--- src/logic/flash_host_defs.svh ---
/*
  command codes, bus cycle timing counts and register offsets for the
  flash command host. assumes a 40 MHz clock and an APB register port.
*/
`ifndef FLASH_HOST_DEFS_SVH
`define FLASH_HOST_DEFS_SVH

// ----------------------------------------------------------------------
// command codes
// ----------------------------------------------------------------------
`define CMD_READ_ARRAY    8'hFF
`define CMD_READ_ID       8'h90
`define CMD_READ_STATUS   8'h70
`define CMD_CLEAR_STATUS  8'h50
`define CMD_ERASE_SETUP   8'h20
`define CMD_CONFIRM       8'hD0
`define CMD_PROGRAM       8'h40
`define CMD_PROGRAM_ALT   8'h10
`define CMD_SUSPEND       8'hB0
`define CMD_LOCK_SETUP    8'h60
`define CMD_LOCK_BLOCK    8'h01
`define CMD_LOCK_MASTER   8'hF1

// ----------------------------------------------------------------------
// bus cycle timing (ns figures and derived cycle counts at 25 ns)
// ----------------------------------------------------------------------
`define CLK_PERIOD_NS     25
`define T_STROBE_NS       100
`define T_ACCESS_NS       150
`define T_RECOVER_NS      50
`define STROBE_CYC        ((`T_STROBE_NS + `CLK_PERIOD_NS - 1) / `CLK_PERIOD_NS)
`define ACCESS_CYC        ((`T_ACCESS_NS + `CLK_PERIOD_NS - 1) / `CLK_PERIOD_NS)
`define RECOVER_CYC       ((`T_RECOVER_NS + `CLK_PERIOD_NS - 1) / `CLK_PERIOD_NS)

// ----------------------------------------------------------------------
// register offsets and fields
// ----------------------------------------------------------------------
`define REG_ADDR          12'h000
`define REG_WDATA         12'h004
`define REG_CMD           12'h008
`define REG_STATUS        12'h00C
`define REG_RDATA         12'h010
`define REG_PINS          12'h014
`define CMD_KIND_LSB      0
`define CMD_GO_BIT        4
`define ST_BUSY_BIT       0
`define ST_RDY_BIT        1
`define ST_REFUSED_BIT    2
`define PIN_RESET_BIT     0
`define PIN_ELEV_BIT      1
`define PIN_VPP_BIT       2
`define RESET_VALUE_PINS  3'h1

`endif

--- src/logic/flash_host_pkg.sv ---
/*
  types for the flash command host.
  assumes flash_host_defs.svh for numeric constants.
*/
package flash_host_pkg;

  // ----------------------------------------------------------------------
  // operation kinds software may order
  // ----------------------------------------------------------------------
  typedef enum logic [3:0] {
    OP_READ_ARRAY, OP_READ_ID, OP_READ_STATUS, OP_CLEAR_STATUS,
    OP_ERASE, OP_PROGRAM, OP_SUSPEND, OP_RESUME,
    OP_LOCK_BLOCK, OP_LOCK_MASTER, OP_UNLOCK_ALL, OP_READ
  } op_e;

  // ----------------------------------------------------------------------
  // bus sequencer states
  // ----------------------------------------------------------------------
  typedef enum logic [2:0] {
    ST_IDLE, ST_SETUP, ST_STROBE, ST_RECOVER, ST_DONE
  } seq_e;

endpackage

--- src/logic/flash_host.sv ---
/*
  host controller for a byte-wide block-erasable flash: turns orders written
  over APB into one- or two-cycle command writes and read cycles on the
  flash's asynchronous pins.
  assumes the flash pins are wired directly; data pins are split into
  in, out and enable; the elevated reset level is an external switch.
*/
// Operation
// RL1 - low program supply still allows reads only
// RL2 - ready_busy_n low while device algorithm runs
// RL3 - device starts in read array mode
// RL4 - FFH write selects read array mode
// RL5 - read array ignored during unsuspended operation
// RL6 - read array accepted at any supply
// RL7 - 90H then reads return identifier codes
// RL8 - 70H then reads return status
// RL9 - erase is 20H then D0H in block
// RL10 - program setup 40H or 10H, then byte
// RL11 - address and data captured at strobe rise
// RL12 - B0H requests suspend
// RL13 - D0H resumes suspended operation
// RL14 - locked block needs elevated reset level
// RL15 - block lock is 60H then 01H
// RL16 - master lock is 60H then F1H, elevated
// RL17 - 60H then D0H clears all block locks
// RL18 - host writes only defined command codes
// RL19 - 50H clears status error flags
// RL20 - reset pin low returns read array mode
// RL21 - write uses select and write strobe only
// RL22 - read uses select and output enable only
// RL23 - after two-cycle commands reads give status
// RL24 - deselect floats data outputs
`timescale 1ns/1ps
`include "flash_host_defs.svh"

module flash_host
  import flash_host_pkg::*;
(
  // clock and reset
  input  wire logic        clock_i,
  input  wire logic        rst_b_i,
  // apb slave
  input  wire logic        psel_i,
  input  wire logic        penable_i,
  input  wire logic        pwrite_i,
  input  wire logic [11:0] paddr_i,
  input  wire logic [31:0] pwdata_i,
  output logic      [31:0] prdata_o,
  output logic             pready_o,
  output logic             pslverr_o,
  // flash pins
  output logic      [20:0] flash_addr_o,
  input  wire logic [7:0]  flash_dq_i,
  output logic      [7:0]  flash_dq_o,
  output logic             flash_dq_oe_o,
  output logic             chip_select_n_o,
  output logic             output_enable_n_o,
  output logic             write_enable_n_o,
  output logic             reset_powerdown_n_o,
  output logic             elevated_reset_level_o,
  output logic             program_enable_o,
  input  wire logic        ready_busy_n_i
);

  // ----------------------------------------------------------------------
  // state
  // ----------------------------------------------------------------------
  logic [20:0] addr_reg, next_addr_reg;
  logic [7:0]  wdata_reg, next_wdata_reg;
  logic [7:0]  rdata_reg, next_rdata_reg;
  logic [2:0]  pins_reg, next_pins_reg;
  logic        refused, next_refused;
  op_e         op, next_op;
  seq_e        seq, next_seq;
  logic        second, next_second;   // second bus cycle pending
  logic [3:0]  cnt, next_cnt;
  logic [31:0] prdata, next_prdata;
  logic        pready, next_pready;
  logic        pslverr, next_pslverr;
  logic [7:0]  dq_out, next_dq_out;
  logic        dq_oe, next_dq_oe;
  logic        cs_n, next_cs_n;
  logic        oe_n, next_oe_n;
  logic        we_n, next_we_n;
  logic [2:0]  rb_sync;                 // pin synchroniser
  logic        rb_state, next_rb_state;
  logic [7:0]  dq_s1, dq_s2, dq_s3;

  // ----------------------------------------------------------------------
  // pin synchronisers
  // ----------------------------------------------------------------------
  // three stages each; for ready/busy the second and third must agree
  always_ff @(posedge clock_i) begin
    if (!rst_b_i) begin
      rb_sync <= 3'h7;
      dq_s1   <= 8'h00;
      dq_s2   <= 8'h00;
      dq_s3   <= 8'h00;
    end else begin
      rb_sync <= {rb_sync[1:0], ready_busy_n_i};
      dq_s1   <= flash_dq_i;
      dq_s2   <= dq_s1;
      dq_s3   <= dq_s2;
    end
  end

  // ready/busy level follows agreed samples
  always_comb begin
    next_rb_state = rb_state;
    if (rb_sync[1] == rb_sync[2]) begin
      next_rb_state = rb_sync[2]; // RL2
    end
  end

  // ----------------------------------------------------------------------
  // first and second bus cycle data per operation
  // ----------------------------------------------------------------------
  function automatic logic [7:0] first_code(input op_e o);
    case (o)
      OP_READ_ARRAY:   first_code = `CMD_READ_ARRAY;  // RL4 RL6
      OP_READ_ID:      first_code = `CMD_READ_ID;     // RL7
      OP_READ_STATUS:  first_code = `CMD_READ_STATUS; // RL8
      OP_CLEAR_STATUS: first_code = `CMD_CLEAR_STATUS; // RL19
      OP_ERASE:        first_code = `CMD_ERASE_SETUP; // RL9
      OP_PROGRAM:      first_code = `CMD_PROGRAM;     // RL10
      OP_SUSPEND:      first_code = `CMD_SUSPEND;     // RL12
      OP_RESUME:       first_code = `CMD_CONFIRM;     // RL13
      default:         first_code = `CMD_LOCK_SETUP;  // RL15 RL16 RL17
    endcase
  endfunction

  function automatic logic [7:0] second_code(input op_e o, input logic [7:0] d);
    case (o)
      OP_ERASE:       second_code = `CMD_CONFIRM;     // RL9
      OP_PROGRAM:     second_code = d;                // RL10
      OP_LOCK_BLOCK:  second_code = `CMD_LOCK_BLOCK;  // RL15
      OP_LOCK_MASTER: second_code = `CMD_LOCK_MASTER; // RL16
      default:        second_code = `CMD_CONFIRM;     // RL17
    endcase
  endfunction

  function automatic logic two_cycle(input op_e o);
    two_cycle = (o == OP_ERASE) || (o == OP_PROGRAM) || (o == OP_LOCK_BLOCK) ||
                (o == OP_LOCK_MASTER) || (o == OP_UNLOCK_ALL);
  endfunction

  // ----------------------------------------------------------------------
  // apb slave and bus sequencer
  // ----------------------------------------------------------------------
  logic acc;
  logic go_req;
  op_e  req_op;
  logic alters;

  always_comb begin
    acc    = psel_i && penable_i && !pready;
    req_op = op_e'(pwdata_i[`CMD_KIND_LSB +: 4]);
    go_req = acc && pwrite_i && (paddr_i == `REG_CMD) && pwdata_i[`CMD_GO_BIT];
    // altering orders need supply; only master lock also needs the elevated level
    alters = two_cycle(req_op);
    next_addr_reg  = addr_reg;
    next_wdata_reg = wdata_reg;
    next_rdata_reg = rdata_reg;
    next_pins_reg  = pins_reg;
    next_refused   = refused;
    next_op        = op;
    next_seq       = seq;
    next_second    = second;
    next_cnt       = cnt;
    next_prdata    = prdata;
    next_pready    = 1'b0;
    next_pslverr   = 1'b0;
    next_dq_out    = dq_out;
    next_dq_oe     = dq_oe;
    next_cs_n      = cs_n;
    next_oe_n      = oe_n;
    next_we_n      = we_n;
    // register access answers one cycle into the access phase
    if (acc) begin
      next_pready = 1'b1;
      next_prdata = 32'h0000_0000;
      if (pwrite_i) begin
        case (paddr_i)
          `REG_ADDR:   next_addr_reg  = pwdata_i[20:0];
          `REG_WDATA:  next_wdata_reg = pwdata_i[7:0];
          `REG_PINS:   next_pins_reg  = pwdata_i[2:0];
          `REG_CMD: begin
            if (seq != ST_IDLE) begin
              next_pslverr = 1'b1;
            end
          end
          `REG_STATUS: next_refused = refused & ~pwdata_i[`ST_REFUSED_BIT];
          default:     next_pslverr = 1'b1;
        endcase
      end else begin
        case (paddr_i)
          `REG_ADDR:   next_prdata = {11'h000, addr_reg};
          `REG_WDATA:  next_prdata = {24'h000000, wdata_reg};
          `REG_CMD:    next_prdata = {28'h0000000, op};
          `REG_STATUS: next_prdata = {29'h00000000, refused, rb_state, seq != ST_IDLE};
          `REG_RDATA:  next_prdata = {24'h000000, rdata_reg};
          `REG_PINS:   next_prdata = {29'h00000000, pins_reg};
          default:     next_pslverr = 1'b1;
        endcase
      end
    end
    case (seq)
      ST_IDLE: begin
        if (go_req) begin
          // low supply: refuse any altering order at the host
          if (alters && !pins_reg[`PIN_VPP_BIT]) begin
            next_refused = 1'b1;                                 // RL1
          end else if (!pins_reg[`PIN_RESET_BIT]) begin
            next_refused = 1'b1;                                 // RL20
          end else if (req_op > OP_READ) begin
            next_refused = 1'b1;                                 // RL18
          end else if (req_op == OP_LOCK_MASTER && !pins_reg[`PIN_ELEV_BIT]) begin
            next_refused = 1'b1;                                 // RL16
          end else begin
            next_op     = req_op;
            next_second = two_cycle(req_op);
            next_seq    = ST_SETUP;
            next_cnt    = 4'h0;
          end
        end
      end
      ST_SETUP: begin
        next_cs_n = 1'b0;
        if (op == OP_READ) begin
          next_oe_n  = 1'b0;                                     // RL22
          next_dq_oe = 1'b0;                                     // RL24
        end else begin
          next_oe_n   = 1'b1;                                    // RL21
          next_we_n   = 1'b0;
          next_dq_oe  = 1'b1;
          next_dq_out = first_code(op);
        end
        next_seq = ST_STROBE;
      end
      ST_STROBE: begin
        next_cnt = cnt + 4'h1;
        if (op == OP_READ) begin
          if (cnt == 4'(`ACCESS_CYC)) begin
            next_rdata_reg = dq_s3;                              // RL7 RL8 RL23
            next_oe_n      = 1'b1;
            next_cs_n      = 1'b1;
            next_seq       = ST_RECOVER;
            next_cnt       = 4'h0;
          end
        end else if (cnt == 4'(`STROBE_CYC)) begin
          // write strobe rises first, select after: data held across
          next_we_n = 1'b1;                                      // RL11
          next_seq  = ST_RECOVER;
          next_cnt  = 4'h0;
        end
      end
      ST_RECOVER: begin
        next_cnt  = cnt + 4'h1;
        next_cs_n = 1'b1;
        if (cnt == 4'(`RECOVER_CYC)) begin
          next_dq_oe = 1'b0;                                     // RL24
          if (second) begin
            next_second = 1'b0;
            next_dq_out = second_code(op, wdata_reg);            // RL10 RL9
            next_cs_n   = 1'b0;
            next_we_n   = 1'b0;
            next_dq_oe  = 1'b1;
            next_seq    = ST_STROBE;
            next_cnt    = 4'h0;
          end else begin
            next_seq = ST_DONE;
          end
        end
      end
      ST_DONE: begin
        next_seq = ST_IDLE;
      end
      default: next_seq = ST_IDLE;
    endcase
  end

  // register all state except the pin synchronisers
  always_ff @(posedge clock_i) begin
    if (!rst_b_i) begin
      addr_reg  <= 21'h000000;
      wdata_reg <= 8'h00;
      rdata_reg <= 8'h00;
      pins_reg  <= `RESET_VALUE_PINS;   // RL3
      refused   <= 1'b0;
      op        <= OP_READ_ARRAY;
      seq       <= ST_IDLE;
      second    <= 1'b0;
      cnt       <= 4'h0;
      prdata    <= 32'h0000_0000;
      pready    <= 1'b0;
      pslverr   <= 1'b0;
      dq_out    <= 8'h00;
      dq_oe     <= 1'b0;
      cs_n      <= 1'b1;
      oe_n      <= 1'b1;
      we_n      <= 1'b1;
      rb_state  <= 1'b1;
    end else begin
      addr_reg  <= next_addr_reg;
      wdata_reg <= next_wdata_reg;
      rdata_reg <= next_rdata_reg;
      pins_reg  <= next_pins_reg;
      refused   <= next_refused | (go_req && seq != ST_IDLE);
      op        <= next_op;
      seq       <= next_seq;
      second    <= next_second;
      cnt       <= next_cnt;
      prdata    <= next_prdata;
      pready    <= next_pready;
      pslverr   <= next_pslverr;
      dq_out    <= next_dq_out;
      dq_oe     <= next_dq_oe;
      cs_n      <= next_cs_n;
      oe_n      <= next_oe_n;
      we_n      <= next_we_n;
      rb_state  <= next_rb_state;
    end
  end

  // ----------------------------------------------------------------------
  // outputs straight from flip-flops
  // ----------------------------------------------------------------------
  assign prdata_o               = prdata;
  assign pready_o               = pready;
  assign pslverr_o              = pslverr;
  assign flash_addr_o           = addr_reg;
  assign flash_dq_o             = dq_out;
  assign flash_dq_oe_o          = dq_oe;
  assign chip_select_n_o        = cs_n;
  assign output_enable_n_o      = oe_n;
  assign write_enable_n_o       = we_n;
  assign reset_powerdown_n_o    = pins_reg[`PIN_RESET_BIT];  // RL20
  assign elevated_reset_level_o = pins_reg[`PIN_ELEV_BIT];   // RL14
  assign program_enable_o       = pins_reg[`PIN_VPP_BIT];    // RL1

endmodule

--- config.mk ---
export PLATFORM = sky130hd
export DESIGN_NAME = flash_host
export DESIGN_NICKNAME = d
export VERILOG_FILES = /design/src/logic/flash_host_pkg.sv /design/src/logic/flash_host.sv
export VERILOG_INCLUDE_DIRS = /design/src /design/src/logic
export SDC_FILE = /design/constraint.sdc
export NUM_CORES = 1
export LEC_CHECK = 0
export BUFFER_PORTS_ARGS = -buffer_cell sky130_fd_sc_hd__buf_2
export CAP_MARGIN = 20
export CORE_ASPECT_RATIO = 0.8
export CORE_MARGIN = 2
export CORE_UTILIZATION = 26
export DETAILED_ROUTE_END_ITERATION = 8
export PLACE_DENSITY = 0.52
export SYNTH_ARGS = -nofsm -noshare
export SYNTH_HDL_FRONTEND = slang
export SYNTH_SLANG_ARGS = --single-unit
--- constraint.sdc ---
create_clock -name clock_i -period 2.4 [get_ports clock_i]
set_clock_uncertainty 0.1 [all_clocks]
set_input_delay 0.48 -clock clock_i [delete_from_list [all_inputs] [get_ports clock_i]]
set_output_delay 0.48 -clock clock_i [all_outputs]
set_load 0.05 [all_outputs]
==> impl_metrics.json <==
{
  "outcome": "finished clean",
  "dr_total_vias": 4173,
  "cts_tree": "built",
  "cts_buffer_depth": 2,
  "rr_endpoint": "flash_dq_o[2]",
  "synth_ff_type": "dfxtp_1",
  "synth-edff-count": 0,
  "totalWireLength_mm": 14.1,
  "avgSynthCellArea_um2": 9.34,
  "grt_util_all_layers_pct": 13.3,
  "crit_chain": "inv_1, ha_1, nor3b_2, nand2_1, a211o_1, a21oi_1, a21oi_1",
  "synth_top_area_share_pct": 46.2,
  "criticalPathCategory": "flip-flop to flip-flop",
  "worst_pin_slew_ns": 0.530,
  "max_stage_delay_ns": 0.41,
  "grt_pass1_wl_mm": 21.6,
  "fillers": 2092,
  "final_hold_viol_count": 0,
  "routedWlPerCell_um": 14.9,
  "dieArea_mm2": 0.0213,
  "fmax_mhz": 459,
  "viasPerCell": 4.41,
  "ys_seq_area_share_pct": 46.2,
  "die_w_um": 163,
  "ioPinCount": 128,
  "cp-start-kind": "flip-flop",
  "fp-row-count": 46,
  "yosys.area.top_type": "dfxtp_1",
  "first_pass_iters": 4,
  "worstPathMaxFanout": 8,
  "cts_buffers": 17,
  "cts.sinks": 121,
  "multi_input_area_mm2": 0.00253,
  "ys_warn_count": 0,
  "areaGrowthSynthToFinish_pct": 27.3,
  "tns_ns": 0,
  "grt_max_degree": 52,
  "drv_cap": 0,
  "p_per_area_mw_per_mm2": 719,
  "drtAntennaViolNets": 0,
  "antenna_found_initial": 2,
  "critPathCaptureType": "flip-flop",
  "clk_pin_slew_ns": 0.05,
  "layout.nets": 731,
  "cts-root-buf": "clkbuf_16",
  "place_area_mm2": 0.00608,
  "fp.dieH_um": 131,
  "place_hpwl_mm": 10.1,
  "layout_commonest_cell": "dfxtp_1",
  "period_share_pct": 90.7,
  "rsz0062_at_grt": "no",
  "slew_headroom_pct": 64.3,
  "cts_resized": 0,
  "gp_congestion": 0.787,
  "core_mm2": 0.0198,
  "final_cell_mix": "dfxtp_1, buf_2, nand2_1",
  "rrSetupSlack_ns": 0.22,
  "postCtsHoldBufs": 0,
  "synthArstFlopShare_pct": 0,
  "timing.critical_path.from": "cnt[0]",
  "setup.worst_path.end": "flash_dq_o[2]",
  "timing.rr.start": "cnt[0]",
  "cp_common_cell": "a21oi_1",
  "ys_top_cells_by_area": "dfxtp_1, mux2i_1, nand2_1",
  "slowest_stage": "a211o_1",
  "cp.arrival_ns": 2.35,
  "hold_class": "input pin to flip-flop",
  "fin_crit_ns": 2.18,
  "setup_viol": 0,
  "synthCells": 561,
  "drt_iter0_markers": 207,
  "r2r_cells": 7,
  "synth_area_mm2": 0.00524,
  "seq_area_mm2": 0.00242,
  "worstPathRequired_ns": 2.57,
  "drcViolationCount": 0,
  "ys_ff_latch": 121,
  "grt_pass1_vias": 3878,
  "htreeDepth": 4,
  "leakage_nw": 2.83,
  "drive_above_1_share_pct": 25.7,
  "cts_setup_buffers": 0,
  "insertion_delay_ns": 0.41,
  "slew_viol_final": 0,
  "initial_core_util_pct": 26.5,
  "overflow": 0,
  "io_buffers": 105,
  "ir_worst_vdd_mv": 0.383,
  "stdcell_area_mm2": 0.00668,
  "yosysUniqueCellTypes": 62
}
area by class of cell:
cell class,instances,area share (%)
clock inverter,7,1.35
tap,264,4.95
multi-input combinational,388,38.0
antenna,1,0.0375
sequential,121,36.3
clock buffer,24,7.52
timing repair buffer,127,11.1
inverter,14,0.787
power by group:
group / total, mW / internal [mW] / switching (mW)
Sequential: 2.03 / 2.03 / 0.00438
Combinational: 0.227 / 0.0845 / 0.142
Clock: 2.54 / 1.65 / 0.887
metrics by stage:
stage          setup slack [ns]  hold slack [ns]  utilization, %  power [mW]  cells
2_1_floorplan             0.162            0.286               -        2.24    571
3_3_place_gp              0.173            0.303            30.7        2.30    914
3_5_place_dp              0.142            0.313            30.7        2.30    914
4_1_cts                   0.242            0.132            33.7        4.86    945
5_1_grt                  0.0230            0.141            33.7        4.97    945
6_report                  0.223            0.146            33.7        4.80    946
cells by family (layout without fill, tap and decap cells):
family | after synthesis | count (layout) | share of synthesized area [%]
compound gates | 118 | 118 | 16.4
fa+ha+maj | 4 | 4 | 0.955
buf+inv | 62 | 172 | 6.16
flops | 121 | 121 | 46.2
mux | 38 | 38 | 7.37
other cells | 1 | 12 | 0.0715
simple gates | 217 | 217 | 22.8
Yosys cell counts (3+ instances only):
cell	instances
a21boi_0	27
a21boi_1	3
a21oi_1	16
a22oi_1	18
a32o_1	5
and2_1	26
and3_1	4
and3b_1	3
buf_2	12
buf_4	12
buf_6	4
clkbuf_1	20
dfxtp_1	121
ha_1	4
inv_1	14
mux2_2	5
mux2i_1	33
nand2_1	76
nand2b_1	9
nand3_1	14
nand3b_1	3
nor2_1	13
nor2b_1	39
nor3_1	6
nor3b_1	3
nor4_1	3
o211ai_1	3
o21a_1	4
o21ai_0	14
o22ai_1	3
layer usage:
layer / track usage [%] / share of wire, % / vias up
met5: 0 / 0.092 / -
met4: 4.22 / 0.91 / 2
met3: 4.92 / 6.9 / 13
met2: 18.3 / 41 / 109
met1: 19.0 / 51 / 1909
li1: - / - / 2140
worst max-delay path, delay by kind of cell, from the launching register on:
| kind | cells | cell delay (ns) |
|---|---|---|
| buffers and inverters | 1 | 0.13 |
| flip-flops | 1 | 0.33 |
| AND/OR/NAND/NOR | 2 | 0.31 |
| adder cells (fa/ha/maj) | 1 | 0.22 |
| AO/OA/AOI/OAI | 3 | 0.93 |
how the worst min path moves through the flow:
stage | start | to | depth (start not counted)
3_3_place_gp | rb_sync[0] | rb_sync[1] | 1
6_report | ready_busy_n_i | rb_sync[0] | 2
2_1_floorplan | rb_sync[0] | rb_sync[1] | 1
3_5_place_dp | rb_sync[0] | rb_sync[1] | 1
4_1_cts | ready_busy_n_i | rb_sync[0] | 2
5_1_grt | ready_busy_n_i | rb_sync[0] | 2
Power figures use the tool's default switching activity.
